`src/core/csb_pkg.sv`:
```
// Shared types and constants of the compare, skip, branch and shift unit
package csb_pkg;
  localparam int DATA_W = 8;
  localparam int PC_W = 16;
  localparam int OFS_W = 7;
  localparam int IO_AW = 6;
  localparam int REG_AW = 5;
  localparam int BIT_W = 3;
  localparam int MSB = 7;
  localparam int HALF_BIT = 3;
  localparam int LSB = 0;

  // -------------------------------------------------------------
  // Status flag positions
  // -------------------------------------------------------------
  localparam logic [BIT_W-1:0] FLAG_C = 3'h0;
  localparam logic [BIT_W-1:0] FLAG_Z = 3'h1;
  localparam logic [BIT_W-1:0] FLAG_N = 3'h2;
  localparam logic [BIT_W-1:0] FLAG_V = 3'h3;
  localparam logic [BIT_W-1:0] FLAG_S = 3'h4;
  localparam logic [BIT_W-1:0] FLAG_H = 3'h5;
  localparam logic [BIT_W-1:0] FLAG_T = 3'h6;
  localparam logic [BIT_W-1:0] FLAG_I = 3'h7;

  localparam logic [PC_W-1:0] PC_RESET = 16'h0000;
  localparam logic [PC_W-1:0] PC_STEP = 16'h0001;
  localparam logic [PC_W-1:0] PC_SKIP_ONE = 16'h0002;
  localparam logic [PC_W-1:0] PC_SKIP_TWO = 16'h0003;
  localparam logic [DATA_W-1:0] FLAGS_RESET = 8'h00;
  localparam logic [DATA_W-1:0] ZERO_BYTE = 8'h00;
  localparam logic [DATA_W-1:0] BIT_ONE = 8'h01;
  localparam logic [1:0] EXTRA_NONE = 2'h0;
  localparam logic [1:0] EXTRA_ONE = 2'h1;
  localparam logic [1:0] EXTRA_TWO = 2'h2;

  typedef enum logic [5:0] {
    OP_NOP,
    OP_COMPARE_IMMEDIATE,
    OP_COMPARE_WITH_CARRY,
    OP_SKIP_REG_BIT_CLEAR,
    OP_SKIP_REG_BIT_SET,
    OP_SKIP_IO_BIT_CLEAR,
    OP_SKIP_IO_BIT_SET,
    OP_BRANCH_FLAG_SET,
    OP_BRANCH_FLAG_CLEAR,
    OP_BRANCH_EQUAL,
    OP_BRANCH_NOT_EQUAL,
    OP_BRANCH_CARRY_SET,
    OP_BRANCH_CARRY_CLEAR,
    OP_BRANCH_SAME_OR_HIGHER,
    OP_BRANCH_LOWER,
    OP_BRANCH_MINUS,
    OP_BRANCH_PLUS,
    OP_BRANCH_SIGNED_GE,
    OP_BRANCH_SIGNED_LESS,
    OP_BRANCH_HALF_CARRY_SET,
    OP_BRANCH_HALF_CARRY_CLEAR,
    OP_BRANCH_TRANSFER_FLAG_SET,
    OP_BRANCH_TRANSFER_FLAG_CLEAR,
    OP_BRANCH_OVERFLOW_SET,
    OP_BRANCH_OVERFLOW_CLEAR,
    OP_BRANCH_IRQ_ENABLED,
    OP_BRANCH_IRQ_DISABLED,
    OP_SET_IO_BIT,
    OP_CLEAR_IO_BIT,
    OP_LOGICAL_SHIFT_LEFT,
    OP_LOGICAL_SHIFT_RIGHT,
    OP_ROTATE_LEFT_CARRY
  } csb_op_t;

  typedef struct packed {
    csb_op_t op;
    logic [DATA_W-1:0] dst;
    logic [DATA_W-1:0] src;
    logic [DATA_W-1:0] imm;
    logic [BIT_W-1:0] bit_sel;
    logic [OFS_W-1:0] ofs;
    logic [IO_AW-1:0] io_addr;
    logic [REG_AW-1:0] dst_idx;
    logic next_two_word;
  } csb_cmd_t;

  typedef struct packed {
    logic we;
    logic [IO_AW-1:0] addr;
    logic [DATA_W-1:0] data;
  } csb_io_wr_t;

  typedef struct packed {
    logic we;
    logic [REG_AW-1:0] idx;
    logic [DATA_W-1:0] data;
  } csb_wb_t;

  typedef struct packed {
    logic hit;
    logic [BIT_W-1:0] idx;
    logic want;
    logic signed_test;
  } csb_br_t;

  // Maps every conditional branch onto flag index and wanted level
  function automatic csb_br_t csb_branch_decode(csb_op_t op, logic [BIT_W-1:0] s);
    csb_br_t r;
    r = '{hit: 1'b1, idx: s, want: 1'b1, signed_test: 1'b0};
    unique case (op)
      OP_BRANCH_FLAG_SET: r.want = 1'b1;
      OP_BRANCH_FLAG_CLEAR: r.want = 1'b0;
      OP_BRANCH_EQUAL: r = '{1'b1, FLAG_Z, 1'b1, 1'b0};
      OP_BRANCH_NOT_EQUAL: r = '{1'b1, FLAG_Z, 1'b0, 1'b0};
      OP_BRANCH_CARRY_SET, OP_BRANCH_LOWER: r = '{1'b1, FLAG_C, 1'b1, 1'b0};
      OP_BRANCH_CARRY_CLEAR, OP_BRANCH_SAME_OR_HIGHER: r = '{1'b1, FLAG_C, 1'b0, 1'b0};
      OP_BRANCH_MINUS: r = '{1'b1, FLAG_N, 1'b1, 1'b0};
      OP_BRANCH_PLUS: r = '{1'b1, FLAG_N, 1'b0, 1'b0};
      OP_BRANCH_SIGNED_GE: r = '{1'b1, FLAG_S, 1'b0, 1'b1};
      OP_BRANCH_SIGNED_LESS: r = '{1'b1, FLAG_S, 1'b1, 1'b1};
      OP_BRANCH_HALF_CARRY_SET: r = '{1'b1, FLAG_H, 1'b1, 1'b0};
      OP_BRANCH_HALF_CARRY_CLEAR: r = '{1'b1, FLAG_H, 1'b0, 1'b0};
      OP_BRANCH_TRANSFER_FLAG_SET: r = '{1'b1, FLAG_T, 1'b1, 1'b0};
      OP_BRANCH_TRANSFER_FLAG_CLEAR: r = '{1'b1, FLAG_T, 1'b0, 1'b0};
      OP_BRANCH_OVERFLOW_SET: r = '{1'b1, FLAG_V, 1'b1, 1'b0};
      OP_BRANCH_OVERFLOW_CLEAR: r = '{1'b1, FLAG_V, 1'b0, 1'b0};
      OP_BRANCH_IRQ_ENABLED: r = '{1'b1, FLAG_I, 1'b1, 1'b0};
      OP_BRANCH_IRQ_DISABLED: r = '{1'b1, FLAG_I, 1'b0, 1'b0};
      default: r.hit = 1'b0;
    endcase
    return r;
  endfunction : csb_branch_decode
endpackage : csb_pkg

```
`src/core/csb_exec.sv`:
```
// Execution unit for compares, skips, relative branches, I/O bits, shifts
//
// Overview of operation
// - Immediate compare sets flags, no write, one cycle
// - Register bit clear skips next instruction
// - Register bit set skips next instruction
// - I/O bit clear skips next instruction
// - I/O bit set skips next instruction
// - Flag clear branch jumps k plus one
// - Flag set branch jumps when flag one
// - Equal and not-equal test zero flag
// - Carry, lower, same-or-higher test carry
// - Minus and plus test negative flag
// - Signed branches test negative xor overflow
// - Half-carry branches test half-carry flag
// - Transfer branches test T flag
// - Overflow branches test V flag
// - Interrupt branches test global enable flag
// - Set I/O bit, two cycles, flags kept
// - Clear I/O bit, two cycles, flags kept
// - Left shift inserts zero, updates flags
// - Right shift inserts zero into bit 7
// - Rotate left moves carry in, bit 7 out
`timescale 1ns/1ps
module csb_exec
  import csb_pkg::*;
(
  input wire logic clk_i,
  input wire logic nrst_i,
  input wire logic cmd_valid_i,
  input wire csb_cmd_t cmd_i,
  output logic cmd_ready_o,
  output logic done_o,
  input wire logic [DATA_W-1:0] io_rd_data_i,
  output logic [IO_AW-1:0] io_rd_addr_o,
  output csb_io_wr_t io_wr_o,
  output csb_wb_t wb_o,
  input wire logic pc_load_i,
  input wire logic [PC_W-1:0] pc_load_val_i,
  output logic [PC_W-1:0] pc_o,
  input wire logic flags_load_i,
  input wire logic [DATA_W-1:0] flags_load_val_i,
  output logic [DATA_W-1:0] flags_o
);
  typedef enum logic [0:0] {
    ST_IDLE,
    ST_STALL
  } csb_state_t;

  csb_state_t state_reg;
  logic [1:0] stall_cnt_reg;
  logic [PC_W-1:0] pc_reg;
  logic [DATA_W-1:0] flags_reg;
  logic done_reg;
  csb_io_wr_t io_wr_reg;
  csb_wb_t wb_reg;

  logic accept;
  logic idle;
  csb_br_t br;
  logic br_flag;
  logic br_taken;
  logic skip_hit;
  logic skip_bit;
  logic skip_want;
  logic skip_taken;
  logic alu_op;
  logic shift_op;
  logic io_bit_op;
  logic [DATA_W-1:0] alu_b;
  logic [DATA_W-1:0] alu_res;
  logic [DATA_W-1:0] alu_flags;
  logic [DATA_W-1:0] bit_mask;
  logic [PC_W-1:0] ofs_ext;
  logic [PC_W-1:0] pc_exec;
  logic [1:0] extra;

  // -------------------------------------------------------------
  // Handshake
  // -------------------------------------------------------------
  // Loads from the fetch path win over new commands, but are ignored while an op is in ST_STALL
  assign idle = (state_reg == ST_IDLE);
  assign cmd_ready_o = idle & ~pc_load_i & ~flags_load_i;
  assign accept = cmd_valid_i & cmd_ready_o;
  assign io_rd_addr_o = cmd_i.io_addr;
  assign done_o = done_reg;
  assign pc_o = pc_reg;
  assign flags_o = flags_reg;
  assign io_wr_o = io_wr_reg;
  assign wb_o = wb_reg;

  // -------------------------------------------------------------
  // Condition decode
  // -------------------------------------------------------------
  assign br = csb_branch_decode(cmd_i.op, cmd_i.bit_sel);
  assign br_flag = br.signed_test ? (flags_reg[FLAG_N] ^ flags_reg[FLAG_V])
                                  : flags_reg[br.idx];
  assign br_taken = br.hit & (br_flag == br.want);

  always_comb
  begin
    skip_hit = 1'b1;
    skip_bit = cmd_i.dst[cmd_i.bit_sel];
    skip_want = 1'b0;
    unique case (cmd_i.op)
      OP_SKIP_REG_BIT_CLEAR: skip_want = 1'b0;
      OP_SKIP_REG_BIT_SET: skip_want = 1'b1;
      OP_SKIP_IO_BIT_CLEAR:
      begin
        skip_bit = io_rd_data_i[cmd_i.bit_sel];
        skip_want = 1'b0;
      end
      OP_SKIP_IO_BIT_SET:
      begin
        skip_bit = io_rd_data_i[cmd_i.bit_sel];
        skip_want = 1'b1;
      end
      default: skip_hit = 1'b0;
    endcase
  end
  assign skip_taken = skip_hit & (skip_bit == skip_want);

  assign io_bit_op = (cmd_i.op == OP_SET_IO_BIT) | (cmd_i.op == OP_CLEAR_IO_BIT);
  assign shift_op = (cmd_i.op == OP_LOGICAL_SHIFT_LEFT)
                    | (cmd_i.op == OP_LOGICAL_SHIFT_RIGHT)
                    | (cmd_i.op == OP_ROTATE_LEFT_CARRY);
  assign alu_op = shift_op | (cmd_i.op == OP_COMPARE_IMMEDIATE)
                  | (cmd_i.op == OP_COMPARE_WITH_CARRY);
  assign alu_b = (cmd_i.op == OP_COMPARE_IMMEDIATE) ? cmd_i.imm : cmd_i.src;
  assign bit_mask = BIT_ONE << cmd_i.bit_sel;
  assign ofs_ext = {{(PC_W-OFS_W){cmd_i.ofs[OFS_W-1]}}, cmd_i.ofs};

  // -------------------------------------------------------------
  // Arithmetic and shifts
  // -------------------------------------------------------------
  csb_alu u_alu (
    .op_i(cmd_i.op),
    .a_i(cmd_i.dst),
    .b_i(alu_b),
    .flags_i(flags_reg),
    .res_o(alu_res),
    .flags_o(alu_flags)
  );

  // -------------------------------------------------------------
  // Next program counter and cost
  // -------------------------------------------------------------
  always_comb
  begin
    pc_exec = pc_reg + PC_STEP;
    extra = EXTRA_NONE;
    if (skip_taken)
    begin
      pc_exec = pc_reg + (cmd_i.next_two_word ? PC_SKIP_TWO : PC_SKIP_ONE);
      extra = cmd_i.next_two_word ? EXTRA_TWO : EXTRA_ONE;
    end
    else if (br_taken)
    begin
      pc_exec = pc_reg + ofs_ext + PC_STEP;
      extra = EXTRA_ONE;
    end
    else if (io_bit_op)
    begin
      extra = EXTRA_ONE;
    end
  end

  // -------------------------------------------------------------
  // Sequencer
  // -------------------------------------------------------------
  always_ff @(posedge clk_i or negedge nrst_i)
  begin
    if (!nrst_i)
    begin
      state_reg <= ST_IDLE;
      stall_cnt_reg <= EXTRA_NONE;
      done_reg <= 1'b0;
    end
    else
    begin
      done_reg <= 1'b0;
      unique case (state_reg)
        ST_IDLE:
        begin
          if (accept && extra == EXTRA_NONE)
          begin
            done_reg <= 1'b1;
          end
          else if (accept)
          begin
            state_reg <= ST_STALL;
            stall_cnt_reg <= extra - EXTRA_ONE;
          end
        end
        ST_STALL:
        begin
          if (stall_cnt_reg == EXTRA_NONE)
          begin
            state_reg <= ST_IDLE;
            done_reg <= 1'b1;
          end
          else
          begin
            stall_cnt_reg <= stall_cnt_reg - EXTRA_ONE;
          end
        end
      endcase
    end
  end

  always_ff @(posedge clk_i or negedge nrst_i)
  begin
    if (!nrst_i)
    begin
      pc_reg <= PC_RESET;
    end
    else if (idle && pc_load_i)
    begin
      pc_reg <= pc_load_val_i;
    end
    else if (accept)
    begin
      pc_reg <= pc_exec;
    end
  end

  always_ff @(posedge clk_i or negedge nrst_i)
  begin
    if (!nrst_i)
    begin
      flags_reg <= FLAGS_RESET;
    end
    else if (idle && flags_load_i)
    begin
      flags_reg <= flags_load_val_i;
    end
    else if (accept && alu_op)
    begin
      flags_reg <= alu_flags;
    end
  end

  // -------------------------------------------------------------
  // Write paths
  // -------------------------------------------------------------
  // Read-modify-write keeps the other bits of the port
  always_ff @(posedge clk_i or negedge nrst_i)
  begin
    if (!nrst_i)
    begin
      io_wr_reg <= '0;
    end
    else if (accept && io_bit_op)
    begin
      io_wr_reg.we <= 1'b1;
      io_wr_reg.addr <= cmd_i.io_addr;
      io_wr_reg.data <= (cmd_i.op == OP_SET_IO_BIT) ? (io_rd_data_i | bit_mask)
                                                     : (io_rd_data_i & ~bit_mask);
    end
    else
    begin
      io_wr_reg.we <= 1'b0;
    end
  end

  always_ff @(posedge clk_i or negedge nrst_i)
  begin
    if (!nrst_i)
    begin
      wb_reg <= '0;
    end
    else if (accept && shift_op)
    begin
      wb_reg.we <= 1'b1;
      wb_reg.idx <= cmd_i.dst_idx;
      wb_reg.data <= alu_res;
    end
    else
    begin
      wb_reg.we <= 1'b0;
    end
  end

  // -------------------------------------------------------------
  // Checks
  // -------------------------------------------------------------
  csb_cmd_t acc_cmd_reg;
  logic [PC_W-1:0] acc_pc_reg;
  logic [DATA_W-1:0] acc_flags_reg;

  always_ff @(posedge clk_i or negedge nrst_i)
  begin
    if (!nrst_i)
    begin
      acc_cmd_reg <= '0;
      acc_pc_reg <= PC_RESET;
      acc_flags_reg <= FLAGS_RESET;
    end
    else if (accept)
    begin
      acc_cmd_reg <= cmd_i;
      acc_pc_reg <= pc_reg;
      acc_flags_reg <= flags_reg;
    end
  end
endmodule : csb_exec

```
`src/core/csb_alu.sv`:
```
// Flag and result logic for compares and single-bit shifts
`timescale 1ns/1ps
module csb_alu
  import csb_pkg::*;
(
  input wire csb_op_t op_i,
  input wire logic [DATA_W-1:0] a_i,
  input wire logic [DATA_W-1:0] b_i,
  input wire logic [DATA_W-1:0] flags_i,
  output logic [DATA_W-1:0] res_o,
  output logic [DATA_W-1:0] flags_o
);
  logic cin;
  logic [DATA_W-1:0] diff;
  logic is_shift;

  always_comb
  begin
    res_o = a_i;
    flags_o = flags_i;
    is_shift = 1'b0;
    cin = (op_i == OP_COMPARE_WITH_CARRY) & flags_i[FLAG_C];
    diff = a_i - b_i - {7'h00, cin};
    unique case (op_i)
      OP_COMPARE_IMMEDIATE, OP_COMPARE_WITH_CARRY:
      begin
        res_o = diff;
        flags_o[FLAG_H] = (~a_i[HALF_BIT] & b_i[HALF_BIT]) | (b_i[HALF_BIT] & diff[HALF_BIT])
                          | (diff[HALF_BIT] & ~a_i[HALF_BIT]);
        flags_o[FLAG_V] = (a_i[MSB] & ~b_i[MSB] & ~diff[MSB])
                          | (~a_i[MSB] & b_i[MSB] & diff[MSB]);
        flags_o[FLAG_C] = (~a_i[MSB] & b_i[MSB]) | (b_i[MSB] & diff[MSB])
                          | (diff[MSB] & ~a_i[MSB]);
        flags_o[FLAG_N] = diff[MSB];
        // Carry form keeps a zero chain across multi-byte compares
        flags_o[FLAG_Z] = (diff == ZERO_BYTE)
                          & ((op_i == OP_COMPARE_IMMEDIATE) | flags_i[FLAG_Z]);
        flags_o[FLAG_S] = flags_o[FLAG_N] ^ flags_o[FLAG_V];
      end
      OP_LOGICAL_SHIFT_LEFT:
      begin
        is_shift = 1'b1;
        res_o = {a_i[MSB-1:LSB], 1'b0};
        flags_o[FLAG_C] = a_i[MSB];
      end
      OP_LOGICAL_SHIFT_RIGHT:
      begin
        is_shift = 1'b1;
        res_o = {1'b0, a_i[MSB:LSB+1]};
        flags_o[FLAG_C] = a_i[LSB];
      end
      OP_ROTATE_LEFT_CARRY:
      begin
        is_shift = 1'b1;
        res_o = {a_i[MSB-1:LSB], flags_i[FLAG_C]};
        flags_o[FLAG_C] = a_i[MSB];
      end
      default:
      begin
        is_shift = 1'b0;
      end
    endcase
    if (is_shift)
    begin
      flags_o[FLAG_N] = res_o[MSB];
      flags_o[FLAG_Z] = (res_o == ZERO_BYTE);
      flags_o[FLAG_V] = res_o[MSB] ^ flags_o[FLAG_C];
      flags_o[FLAG_S] = flags_o[FLAG_N] ^ flags_o[FLAG_V];
    end
  end
endmodule : csb_alu

```
`config.mk`:
```
export PLATFORM = sky130hd
export DESIGN_NAME = csb_exec
export DESIGN_NICKNAME = d
export VERILOG_FILES = /design/src/core/csb_pkg.sv /design/src/core/csb_exec.sv /design/src/core/csb_alu.sv
export SDC_FILE = /design/constraint.sdc
export NUM_CORES = 1
export LEC_CHECK = 0
export BUFFER_PORTS_ARGS = -buffer_cell sky130_fd_sc_hd__buf_2
export CAP_MARGIN = 20
export CELL_PAD_IN_SITES_DETAIL_PLACEMENT = 1
export CELL_PAD_IN_SITES_GLOBAL_PLACEMENT = 1
export CORE_ASPECT_RATIO = 0.9
export CORE_UTILIZATION = 39
export CTS_CLUSTER_SIZE = 40
export DETAILED_ROUTE_END_ITERATION = 8
export PLACE_DENSITY_LB_ADDON = 0.1
export SLEW_MARGIN = 5
export SYNTH_ARGS = -nofsm -noshare
export SYNTH_HDL_FRONTEND = slang
export SYNTH_SLANG_ARGS = --single-unit
```
`constraint.sdc`:
```
create_clock -name clk_i -period 3.85 [get_ports clk_i]
set_input_delay 0.77 -clock clk_i [delete_from_list [all_inputs] [get_ports clk_i]]
set_output_delay 0.77 -clock clk_i [all_outputs]
set_load 0.05 [all_outputs]
```
==> results of run 1 <==
-- timing repair --
item	in CTS	in global routing
pin swaps	12	4
endpoints found under the hold margin	0	0
setup endpoints to repair	5	21
resized for setup	8	3
buffers inserted	4	3
-- through the flow --
step,area [um^2],utilization,setup TNS (ns),setup WS [ns],cells
after global placement,6730,0.498,-4.61,-0.555,1002
final,7120,0.527,-0.432,-0.192,1022
after floorplan,5560,-,-1.29,-0.448,671
after CTS,7090,0.525,-0.316,-0.187,1020
after global routing,7120,0.527,-1.66,-0.458,1022
after detailed placement,6730,0.498,-5.91,-0.637,1002
-- where the power goes --
group / internal [W] / switching, W
combinational: 0.000467 / 0.000770
clock: 0.000530 / 0.000286
sequential: 0.000671 / 0.0000997
-- logic make-up after synthesis --
group	synth area share
flip-flops	0.260
AO/OA/AOI/OAI	0.218
AND/OR/NAND/NOR	0.196
multiplexers	0.109
XOR/XNOR	0.0640
adder cells (fa/ha/maj)	0.0861
buffers and inverters	0.0667
-- cells in the final DEF (no fill, tap or decap), drive strengths merged, types with 9 or more instances in the layout --
master,n
a21oi,57
a31oi,9
and3,9
buf,209
clkbuf,12
dfrtp,57
ha,32
inv,42
mux2,28
mux2i,19
nand2,48
nand3,28
nor2,65
nor2b,11
nor3,13
o21ai,44
o22ai,9
xnor2,26
xor2,14
-- cell type report --
cell class,instances,area [um^2]
inverters,42,158
clock inverters,3,40.0
fillers,1691,6390
flip-flops and latches,57,1430
clock buffers,12,256
multi-input cells,531,3780
well taps,168,210
repair buffers,209,1250
-- cells in the mapped netlist, types with 3 or more instances --
cell	number	area (um^2)
a21oi_1	56	280
nand2b_1	8	50.1
and2_1	5	31.3
buf_2	4	20.0
nand3_1	28	140
o22ai_1	9	56.3
mux2_2	28	315
clkbuf_1	24	90.1
mux4_2	4	90.1
o211a_1	3	30.0
fa_1	3	60.1
and3_1	9	56.3
nand4_1	3	18.8
o31ai_1	6	45.0
nor2_1	65	244
xor2_1	14	123
o21ai_0	40	200
ha_1	32	400
nor2b_1	11	68.8
o21bai_1	4	30.0
a22oi_1	7	52.6
a211oi_1	6	45.0
a21o_1	7	52.6
inv_1	40	150
a221o_1	3	30.0
a31oi_1	9	56.3
a311oi_1	3	26.3
nand3b_1	3	22.5
nor3_1	12	60.1
a221oi_1	6	52.6
nand2_1	48	180
and4_1	3	26.3
o211ai_1	5	37.5
o21ai_1	4	20.0
or3_1	5	31.3
dfrtp_1	57	1430
mux2i_1	19	190
nor3b_1	6	45.0
buf_4	9	67.6
xnor2_1	26	228
-- critical path, cell delays in order --
cell and delay, ns:
buf_6 0.09, or3_4 0.40, nor2_4 0.13, nand3_4 0.09, mux2_4 0.31, fa_1 0.52
inv_1 0.06, ha_2 0.17, o21ai_2 0.15, a31oi_1 0.11, o21ai_1 0.17, a21boi_1 0.11
o21ai_2 0.18, nand3_2 0.09, nor2b_4 0.16, or4_4 0.42, a311oi_2 0.26, a21o_1 0.12
-- worst max path at each step --
stage / from / endpoint / slack, ns
CTS: cmd_i[49] / flags_o[1] / -0.19
global placement: cmd_i[49] / flags_o[1] / -0.55
finish: cmd_i[49] / flags_o[1] / -0.19
detailed placement: cmd_i[49] / flags_o[1] / -0.64
floorplan: cmd_i[51] / flags_o[1] / -0.45
global route: cmd_i[49] / flags_o[1] / -0.46
-- layer usage --
metal,track usage,vias to the layer above
li1,-,2774
met1,0.344,2827
met2,0.470,145
met3,0.0304,17
met4,0.0833,0
met5,0,-
==> impl_results.rst, run 1 <==
.. list-table::
   :header-rows: 1

   * - Metric
     - Value
   * - Die Footprint
     - 14500 um^2
   * - Internal reg-to-reg setup slack
     - 0.59 ns
   * - Final setup violation count
     - 3
   * - Final Max Slew Viols
     - 0
   * - Count of endpoints failing hold in the final timing report
     - 0
   * - Routed wire length per instance
     - 18.8 um
   * - Critical R2R Launch
     - flags_o[0]
   * - CTS Root Cell
     - clkbuf_16
   * - Post-Synthesis Cell Area
     - 5480 um^2
   * - Clock net sink count
     - 57
   * - Setup repair after global routing missed its margin
     - yes
   * - Reg2Reg Depth
     - 14
   * - Via count of the first global-routing pass
     - 5927
   * - Met3 Routed Length
     - 782 um
   * - Asr flop ratio synth
     - 1.00
   * - CTS tree
     - done
   * - Number of placement rows
     - 40
   * - Worst min-delay path category
     - in -> async
   * - Top sig layer
     - met4
   * - H-tree level count
     - 3
   * - Synth cell types
     - 65
   * - Clock period minus final worst setup slack
     - 4.04 ns
   * - Total power
     - 0.00282 W
   * - Yosys Warn Count
     - 0
   * - Post-layout net count
     - 974
   * - Worst Hold Slack
     - 0.441 ns
   * - Slew headroom
     - 0.358
   * - Clock latency on the worst-skew pair
     - 0.33 ns
   * - Leak Pwr
     - 3.47 nW
   * - Number of antenna violations at the first check in global routing
     - 0
   * - Number of port buffers
     - 149
   * - GRT Total Usage
     - 0.267
   * - Fraction of final layout cells sized beyond drive strength 1
     - 0.331
   * - CP startpoint kind
     - primary input
   * - Achievable frequency
     - 247 MHz
   * - Area of the core region
     - 13500 um^2
   * - Sequential cell area fraction in the yosys report
     - 0.260
   * - Initial standard-cell utilization of the core
     - 0.405
   * - Violations in the final reports
     - negative setup slack
   * - Wire length on met1
     - 8.69 mm
   * - Crit path DAT
     - 4.31 ns
   * - Largest register FFs
     - 16
   * - Setup clock skew after layout
     - 0.00440 ns
   * - Status
     - finished with violations
   * - Clk buf depth
     - 2
   * - Setup slack after layout
     - -0.192 ns
   * - Largest net degree at the start of global routing
     - 33
   * - Required time of the critical path
     - 4.12 ns
   * - Crit path kind
     - in -> reg
   * - Inserted Diodes
     - 0
   * - Final clock period utilization by the worst path
     - 1.05
   * - Remaining number of nets flagged by the antenna check after routing
     - 0
   * - Die height
     - 114 um
   * - Final weighted congestion of routability-driven global placement
     - 0.881
   * - Cts hold-fix bufs
     - 0
   * - Reg-to-Reg End
     - flags_o[1]
   * - Clock input transition at the sequential cells of the worst setup and hold paths
     - 0.05 ns
   * - Number of clock buffers inserted by TritonCTS
     - 9
   * - VDD IR-drop max
     - 0.207 mV
   * - # IOs
     - 150
   * - Number of iterations in the first detailed-routing pass
     - 4
   * - Critical Path Sink Type
     - register
   * - Detail Route met2 WL
     - 9.53 mm
   * - Gr ovfl total
     - 0
   * - Overall die width
     - 127 um
   * - Avg Inst Size Synth
     - 8.16 um^2
   * - Ys flop type
     - dfrtp_1
   * - First-iteration detailed-routing DRC count
     - 397
   * - Gate count of the mapped netlist
     - 671
   * - Via Count
     - 5763
   * - Number of remaining DRC errors
     - 0
   * - Maximum net fanout on the critical path
     - 3
   * - Synthesized net count
     - 795
   * - Total half-perimeter wirelength after legalization and detailed placement
     - 14.8 mm
   * - Vias per Instance
     - 5.64
   * - Number of enable flip-flop cells after synthesis
     - 0
   * - Overall routed net length
     - 19.2 mm
   * - Actual transition at the worst max-transition pin
     - 0.961 ns
   * - Max_cap viols
     - 0
   * - Area Overhead vs Synth
     - 30.0%
   * - Global-route wire length before repair
     - 30.5 mm
   * - Power Dens Cells
     - 396 nW/um^2
   * - Synthesized flop and latch total
     - 57
No activity file was read; power rests on OpenSTA's default activity.
==> run 2, diff against run 1 <==
Settings changed: CORE_ASPECT_RATIO 0.9 to not set.
==> run 2 against run 1 <==
The flow still finishes with violations (negative setup slack). Global-route usage up 0.16 points. Setup slack lost 0.10 ns. Worst hold slack improved by 0.063 ns. Combinational power about the same. Utilization down 0.13 points. Sequential share of layout area up 0.14 points. Design area decreased by 0.69%. Critical path type unchanged. Largest power group unchanged.
==> impl_results.rst, run 2 (synthesis gave the netlist of run 1 again) <==
.. list-table::
   :header-rows: 1

   * - Metric
     - Value
   * - Status
     - finished with violations
   * - Violations in the final reports
     - negative setup slack
   * - Critical Path Sink Type
     - register
   * - CTS tree
     - done
   * - CTS Root Cell
     - clkbuf_16
   * - Initial standard-cell utilization of the core
     - 0.407
   * - Cell with the biggest individual delay on the critical path
     - fa_1
   * - Switch share
     - 0.425
   * - Max_cap viols
     - 0
   * - # IOs
     - 150
   * - Worst Hold Slack
     - 0.504 ns
   * - Via Count
     - 5800
   * - Highest-count cells in the layout ignoring fill and taps
     - 147 x buf_2, 63 x nor2_1, 57 x dfrtp_1
   * - Number of remaining DRC errors
     - 0
   * - Post-layout net count
     - 971
   * - Clock latency on the worst-skew pair
     - 0.33 ns
   * - Worst slack at placement
     - -0.761 ns
   * - Share of total power in the clock network
     - 0.264
   * - Worst min-delay path category
     - reg -> reg
   * - Part of the total power dissipated in sequential elements
     - 0.280
   * - Overall die width
     - 121 um
   * - Clock period minus final worst setup slack
     - 4.14 ns
   * - Fraction of final layout cells sized beyond drive strength 1
     - 0.333
   * - Final Max Slew Viols
     - 0
   * - Setup slack after layout
     - -0.295 ns
   * - Proportion of power drawn by combinational gates
     - 0.456
   * - Internal power consumption
     - 0.00157 W
   * - Worst path max stage delay
     - 0.54 ns
   * - Required time of the critical path
     - 4.11 ns
   * - First-iteration detailed-routing DRC count
     - 303
   * - Final setup violation count
     - 4
   * - Power Dens Cells
     - 387 nW/um^2
   * - Clock input transition at the sequential cells of the worst setup and hold paths
     - 0.05 ns
   * - Number of iterations in the first detailed-routing pass
     - 4
   * - Setup repair after global routing missed its margin
     - yes
   * - CP startpoint kind
     - primary input
   * - Largest net degree at the start of global routing
     - 39
   * - Worst path cell trace
     - buf_6 -> or3_4 -> nor2_4 -> nand3_4 -> mux2_4 -> fa_1 -> inv_1 -> ha_2 -> o21ai_2 -> a31oi_1 -> o21ai_2 -> a21boi_2 -> o21ai_2 -> nand3_2 -> nor2b_4 -> or4_4 -> a311oi_2 -> a21o_1
   * - H-tree level count
     - 3
   * - Clk buf depth
     - 2
   * - Maximum net fanout on the critical path
     - 3
   * - Leak Pwr
     - 3.43 nW
   * - Area Overhead vs Synth
     - 29.2%
   * - Achievable frequency
     - 241 MHz
   * - Number of port buffers
     - 149
   * - Vias per Instance
     - 5.64
   * - Total power
     - 0.00274 W
   * - GRT Total Usage
     - 0.269
   * - Final clock period utilization by the worst path
     - 1.08
   * - Total half-perimeter wirelength after legalization and detailed placement
     - 14.8 mm
   * - Die height
     - 121 um
   * - Die Footprint
     - 14500 um^2
   * - Actual transition at the worst max-transition pin
     - 0.888 ns
   * - Commonest non-fill, non-tap cell in the layout
     - buf_2
   * - Summed area of non-filler cells in the final layout
     - 7070 um^2
   * - Cell occurring most often along the worst timing path
     - o21ai_2
   * - Crit path DAT
     - 4.41 ns
   * - Area after detailed placement
     - 6690 um^2
   * - Via count of the first global-routing pass
     - 6157
   * - Crit path kind
     - in -> reg
   * - Final weighted congestion of routability-driven global placement
     - 0.926
   * - Slew headroom
     - 0.408
   * - CP bufs+invs
     - 2
   * - Gr ovfl total
     - 0
   * - Number of antenna violations at the first check in global routing
     - 1
   * - Category of cells accounting for the largest share of critical-path delay
     - simple AND/OR/NAND/NOR gates
   * - Clock net sink count
     - 57
   * - Count of endpoints failing hold in the final timing report
     - 0
   * - VDD IR-drop max
     - 0.183 mV
   * - Global-route wire length before repair
     - 30.8 mm
   * - Setup clock skew after layout
     - 0.0113 ns
   * - Number of clock buffers inserted by TritonCTS
     - 9
   * - Number of placement rows
     - 42
   * - Largest register FFs
     - 16
   * - Routed wire length per instance
     - 18.4 um
   * - Area of the core region
     - 13500 um^2
   * - Net switching power of the design
     - 0.00116 W
   * - Overall routed net length
     - 18.9 mm
   * - Remaining number of nets flagged by the antenna check after routing
     - 0
==> run 2: worst reg2reg max path: stages (launching register included) <==
cell and delay [ns]:
dfrtp_1 0.40, and4_1 0.21, fa_1 0.51, inv_1 0.05, ha_2 0.17, o21ai_2 0.15
a31oi_1 0.11, o21ai_2 0.16, a21boi_2 0.09, o21ai_2 0.19, nand3_2 0.11, nor2b_4 0.16
or4_4 0.43, a311oi_2 0.33, a21o_1 0.14
==> run 2: layout make-up <==
cell class | count | area (um^2)
fill | 1707 | 6380
multi-input combinational | 531 | 3800
sequential | 57 | 1430
timing repair buffer | 206 | 1200
clock buffer | 10 | 229
tap | 176 | 220
inverter | 42 | 158
clock inverter | 6 | 35.0
antenna | 1 | 2.50
==> run 2: through the flow <==
stage	setup TNS (ns)	utilization	cells
after floorplan	-1.29	-	671
after global placement	-2.22	0.497	1006
after detailed placement	-3.32	0.497	1006
after CTS	-0.458	0.523	1026
after global routing	-1.47	0.526	1029
final	-0.545	0.526	1029
==> run 2: what timing repair did <==
item                                   CTS  global route
hold buffers                             0             0
endpoints found under the hold margin    0             0
gates resized for setup                 11             4
pin swaps                               18             3
setup endpoints to repair                5             5
setup buffers                            5             1
==> run 2: power groups by stage <==
| stage | sequential (W) | clock, W | combinational (W) |
|---|---|---|---|
| CTS | 0.000765 | 0.000732 | 0.00124 |
| floorplan | 0.000993 | 0 | 0.000624 |
| detailed placement | 0.000774 | 0 | 0.00121 |
| global route | 0.000780 | 0.000759 | 0.00135 |
| finish | 0.000767 | 0.000722 | 0.00125 |
| global placement | 0.000770 | 0 | 0.00118 |
==> run 2: layer usage <==
| layer | wire [um] | track usage | share of wire | vias to the layer above |
|---|---|---|---|---|
| met2 | 9700 | 0.479 | 0.51 | 159 |
| met5 | 0 | 0 | 0 | - |
| met3 | 817 | 0.0363 | 0.043 | 39 |
| met1 | 8020 | 0.332 | 0.42 | 2832 |
| li1 | - | - | - | 2770 |
| met4 | 395 | 0.0903 | 0.021 | 0 |
==> run 2: worst paths after layout <==
kind	start	endpoint	slack [ns]	depth (start not counted)
max in group asynchronous	nrst_i	flags_o[1]	2.47	2
min in group asynchronous	nrst_i	pc_o[1]	0.57	1
worst max-delay path	cmd_i[50]	flags_o[1]	-0.29	18
worst max register to register	flags_o[0]	flags_o[1]	0.57	14
worst min register to register	io_wr_o[13]	io_wr_o[13]	0.50	1
worst min-delay path	io_wr_o[13]	io_wr_o[13]	0.50	1
==> run 3, diff against run 2 <==
Settings changed: ABC_AREA set to 1, CORE_UTILIZATION 39 to 37.
==> run 3 against run 2 <==
The run now ends clean. Clock skew down 0.0042 ns. Synthesized area up 2.8%. Non-clock buffer count down 21. Clock power up 5.4%. Utilization down 4.7 points. First-iteration DRC count up 23%. Design area down 0.50%. Worst hold slack worse by 0.034 ns. Register-to-register slack better by 0.23 ns. Die area up 8.2%. Cell count up 21%. Critical path type unchanged. Largest cell class unchanged. Largest power group unchanged. Highest routed layer unchanged.
==> impl_results.rst, run 3 <==
.. list-table::
   :header-rows: 1

   * - Metric
     - Value
   * - Crit path DAT
     - 3.78 ns
   * - Cts hold-fix bufs
     - 0
   * - Launch point of the critical path
     - cmd_i[47]
   * - Number of clock buffers inserted by TritonCTS
     - 9
   * - Sequential standard cell area
     - 1430 um^2
   * - Worst path max stage delay
     - 0.51 ns
   * - Biggest area contributors in the synthesized netlist
     - dfrtp_1 25%, nand2_1 17%, ha_1 7.1%, inv_1 6.9%, nand3_1 6.0%
   * - Largest net degree at the start of global routing
     - 27
   * - Number of placement rows
     - 44
   * - CP startpoint kind
     - primary input
   * - Area Overhead vs Synth
     - 25.0%
   * - Beginning of the worst hold path
     - io_wr_o[12]
   * - Yosys Warn Count
     - 0
   * - Cell occurring most often along the worst timing path
     - nand2_1
   * - Proportion of power drawn by combinational gates
     - 0.598
   * - Share of total power in the clock network
     - 0.170
   * - Avg Inst Size Synth
     - 6.37 um^2
   * - Vias per Instance
     - 5.21
   * - Required time of the critical path
     - 4.11 ns
   * - Asr flop ratio synth
     - 1.00
   * - H-tree level count
     - 3
   * - Largest register FFs
     - 16
   * - CTS tree
     - done
   * - Gr ovfl total
     - 0
   * - Maximum net fanout on the critical path
     - 3
   * - Number of port buffers
     - 149
   * - Worst min-delay path category
     - reg -> reg
   * - Via count of the first global-routing pass
     - 6584
   * - Final Max Slew Viols
     - 0
   * - Internal power consumption
     - 0.00204 W
   * - # IOs
     - 150
   * - Setup clock skew after layout
     - 0.00705 ns
   * - Critical Path Sink Type
     - register
   * - Proportion of netlist area held by the largest area contributor
     - 0.253
   * - Total half-perimeter wirelength after legalization and detailed placement
     - 15.9 mm
   * - Final setup violation count
     - 0
   * - Die Footprint
     - 15700 um^2
   * - Via Count
     - 6465
   * - Final weighted congestion of routability-driven global placement
     - 0.909
   * - Power Dens Cells
     - 637 nW/um^2
   * - Synthesized flop and latch total
     - 57
   * - Final total negative setup slack
     - 0 ns
   * - Clk buf depth
     - 2
   * - Routed wire length per instance
     - 16.1 um
   * - Post-layout net count
     - 1177
   * - Worst slack at placement
     - -0.137 ns
   * - Overall routed net length
     - 19.9 mm
   * - List of most frequent post-synthesis cells
     - 256 x nand2_1, 104 x inv_1, 85 x nor2_1
   * - Max_cap viols
     - 0
   * - Die height
     - 125 um
   * - Clock net sink count
     - 57
   * - Critical R2R Launch
     - pc_o[2]
   * - Clock period minus final worst setup slack
     - 3.53 ns
   * - Net switching power of the design
     - 0.00244 W
   * - Number of remaining DRC errors
     - 0
   * - Most frequent cell after synthesis
     - nand2_1
   * - Overall die width
     - 125 um
   * - Sequential cell area fraction in the yosys report
     - 0.253
   * - VDD IR-drop max
     - 0.346 mV
   * - Library cell occupying the most area in the post-synthesis netlist
     - dfrtp_1
   * - Initial standard-cell utilization of the core
     - 0.383
   * - Remaining number of nets flagged by the antenna check after routing
     - 0
   * - Fraction of final layout cells sized beyond drive strength 1
     - 0.229
   * - Number of antenna violations at the first check in global routing
     - 0
   * - Part of the total power dissipated in sequential elements
     - 0.232
   * - Filler Cells Inserted
     - 2069
   * - Number of enable flip-flop cells after synthesis
     - 0
   * - Status
     - finished clean
   * - Clock input transition at the sequential cells of the worst setup and hold paths
     - 0.05 ns
   * - Cell with the biggest individual delay on the critical path
     - fa_1
   * - Commonest non-fill, non-tap cell in the layout
     - nand2_1
   * - Setup slack after layout
     - 0.321 ns
   * - CTS Root Cell
     - clkbuf_16
   * - Switch share
     - 0.545
   * - Synth cell types
     - 45
   * - Final clock period utilization by the worst path
     - 0.917
   * - Number of iterations in the first detailed-routing pass
     - 7
   * - Crit path kind
     - in -> reg
   * - Synthesized net count
     - 1008
   * - GRT Total Usage
     - 0.266
   * - Achievable frequency
     - 283 MHz
   * - Gate count of the mapped netlist
     - 884
   * - Count of endpoints failing hold in the final timing report
     - 0
   * - Final Util
     - 0.479
   * - Slew headroom
     - 0.509
   * - First-iteration detailed-routing DRC count
     - 372
   * - Leak Pwr
     - 3.91 nW
   * - Actual transition at the worst max-transition pin
     - 0.737 ns
   * - Post-Synthesis Cell Area
     - 5630 um^2
   * - Area of the core region
     - 14700 um^2
   * - Inserted Diodes
     - 0
   * - Clock latency on the worst-skew pair
     - 0.34 ns
   * - Global-route wire length before repair
     - 33.3 mm
   * - Multi-input gate area in the final layout
     - 3650 um^2
   * - Ys flop type
     - dfrtp_1
   * - Highest-count cells in the layout ignoring fill and taps
     - 251 x nand2_1, 149 x buf_2, 102 x inv_1
==> run 3: metrics by stage <==
| step | cell area [um^2] | cells | hold WS, ns | total power (W) |
|---|---|---|---|---|
| 2_1_floorplan | 5630 | 884 | 0.474 | 0.00292 |
| 3_3_place_gp | 6710 | 1223 | 0.454 | 0.00366 |
| 3_5_place_dp | 6710 | 1223 | 0.460 | 0.00370 |
| 4_1_cts | 6990 | 1239 | 0.476 | 0.00449 |
| 5_1_grt | 7040 | 1242 | 0.486 | 0.00484 |
| 6_report | 7040 | 1242 | 0.470 | 0.00449 |
==> run 3: path summary, 6_finish.rpt <==
| check | end | cells after the start | slack [ns] |
|---|---|---|---|
| worst max-delay path | wb_o[7] | 29 | 0.32 |
| worst min-delay path | io_wr_o[12] | 2 | 0.47 |
| worst max register to register | pc_o[13] | 14 | 0.80 |
| max in group asynchronous | flags_o[0] | 2 | 2.62 |
| min in group asynchronous | pc_o[3] | 1 | 0.49 |
| worst min register to register | io_wr_o[12] | 2 | 0.47 |
==> run 3: kinds of logic after synthesis <==
kind of cell,share of synthesized area
DFF,0.253
buffers and inverters,0.102
AOI/OAI and AO/OA,0.151
adders and majority gates,0.0818
xor gates and xnor gates,0.0622
and+or+nand+nor,0.350
==> run 3: layout make-up <==
cell class | instances | share of cell area
inverters | 115 | 0.0613
clock buffers | 9 | 0.0320
multi-input cells | 685 | 0.519
repair buffers | 185 | 0.144
well taps | 184 | 0.0327
flip-flops and latches | 57 | 0.203
clock inverters | 7 | 0.00764
==> run 3: routing by layer <==
layer / up-vias / GRT usage / wire length (um)
met1: 3061 / 0.363 / 9640
met5: - / 0 / 0
li1: 3224 / - / -
met4: 0 / 0.0617 / 260
met2: 157 / 0.441 / 9170
met3: 23 / 0.0402 / 871
==> run 3: worst max-delay path: cells and delay by family <==
family | cells | cell delay [ns]
buffers and inverters | 9 | 0.74
and+or+nand+nor | 13 | 0.98
adders and majority gates | 2 | 0.68
AOI/OAI and AO/OA | 5 | 0.61
==> run 3: power by group through the flow <==
stage	clock (W)	sequential [W]	combinational, W
after global routing	0.000802	0.00107	0.00297
after global placement	0	0.00105	0.00261
final	0.000761	0.00104	0.00268
after detailed placement	0	0.00105	0.00265
after floorplan	0	0.00153	0.00140
after CTS	0.000779	0.00104	0.00267
==> run 3: timing repair <==
action,4_1_cts,5_1_grt
setup endpoints to repair,0,6
setup buffers,0,3
gates resized for setup,0,11
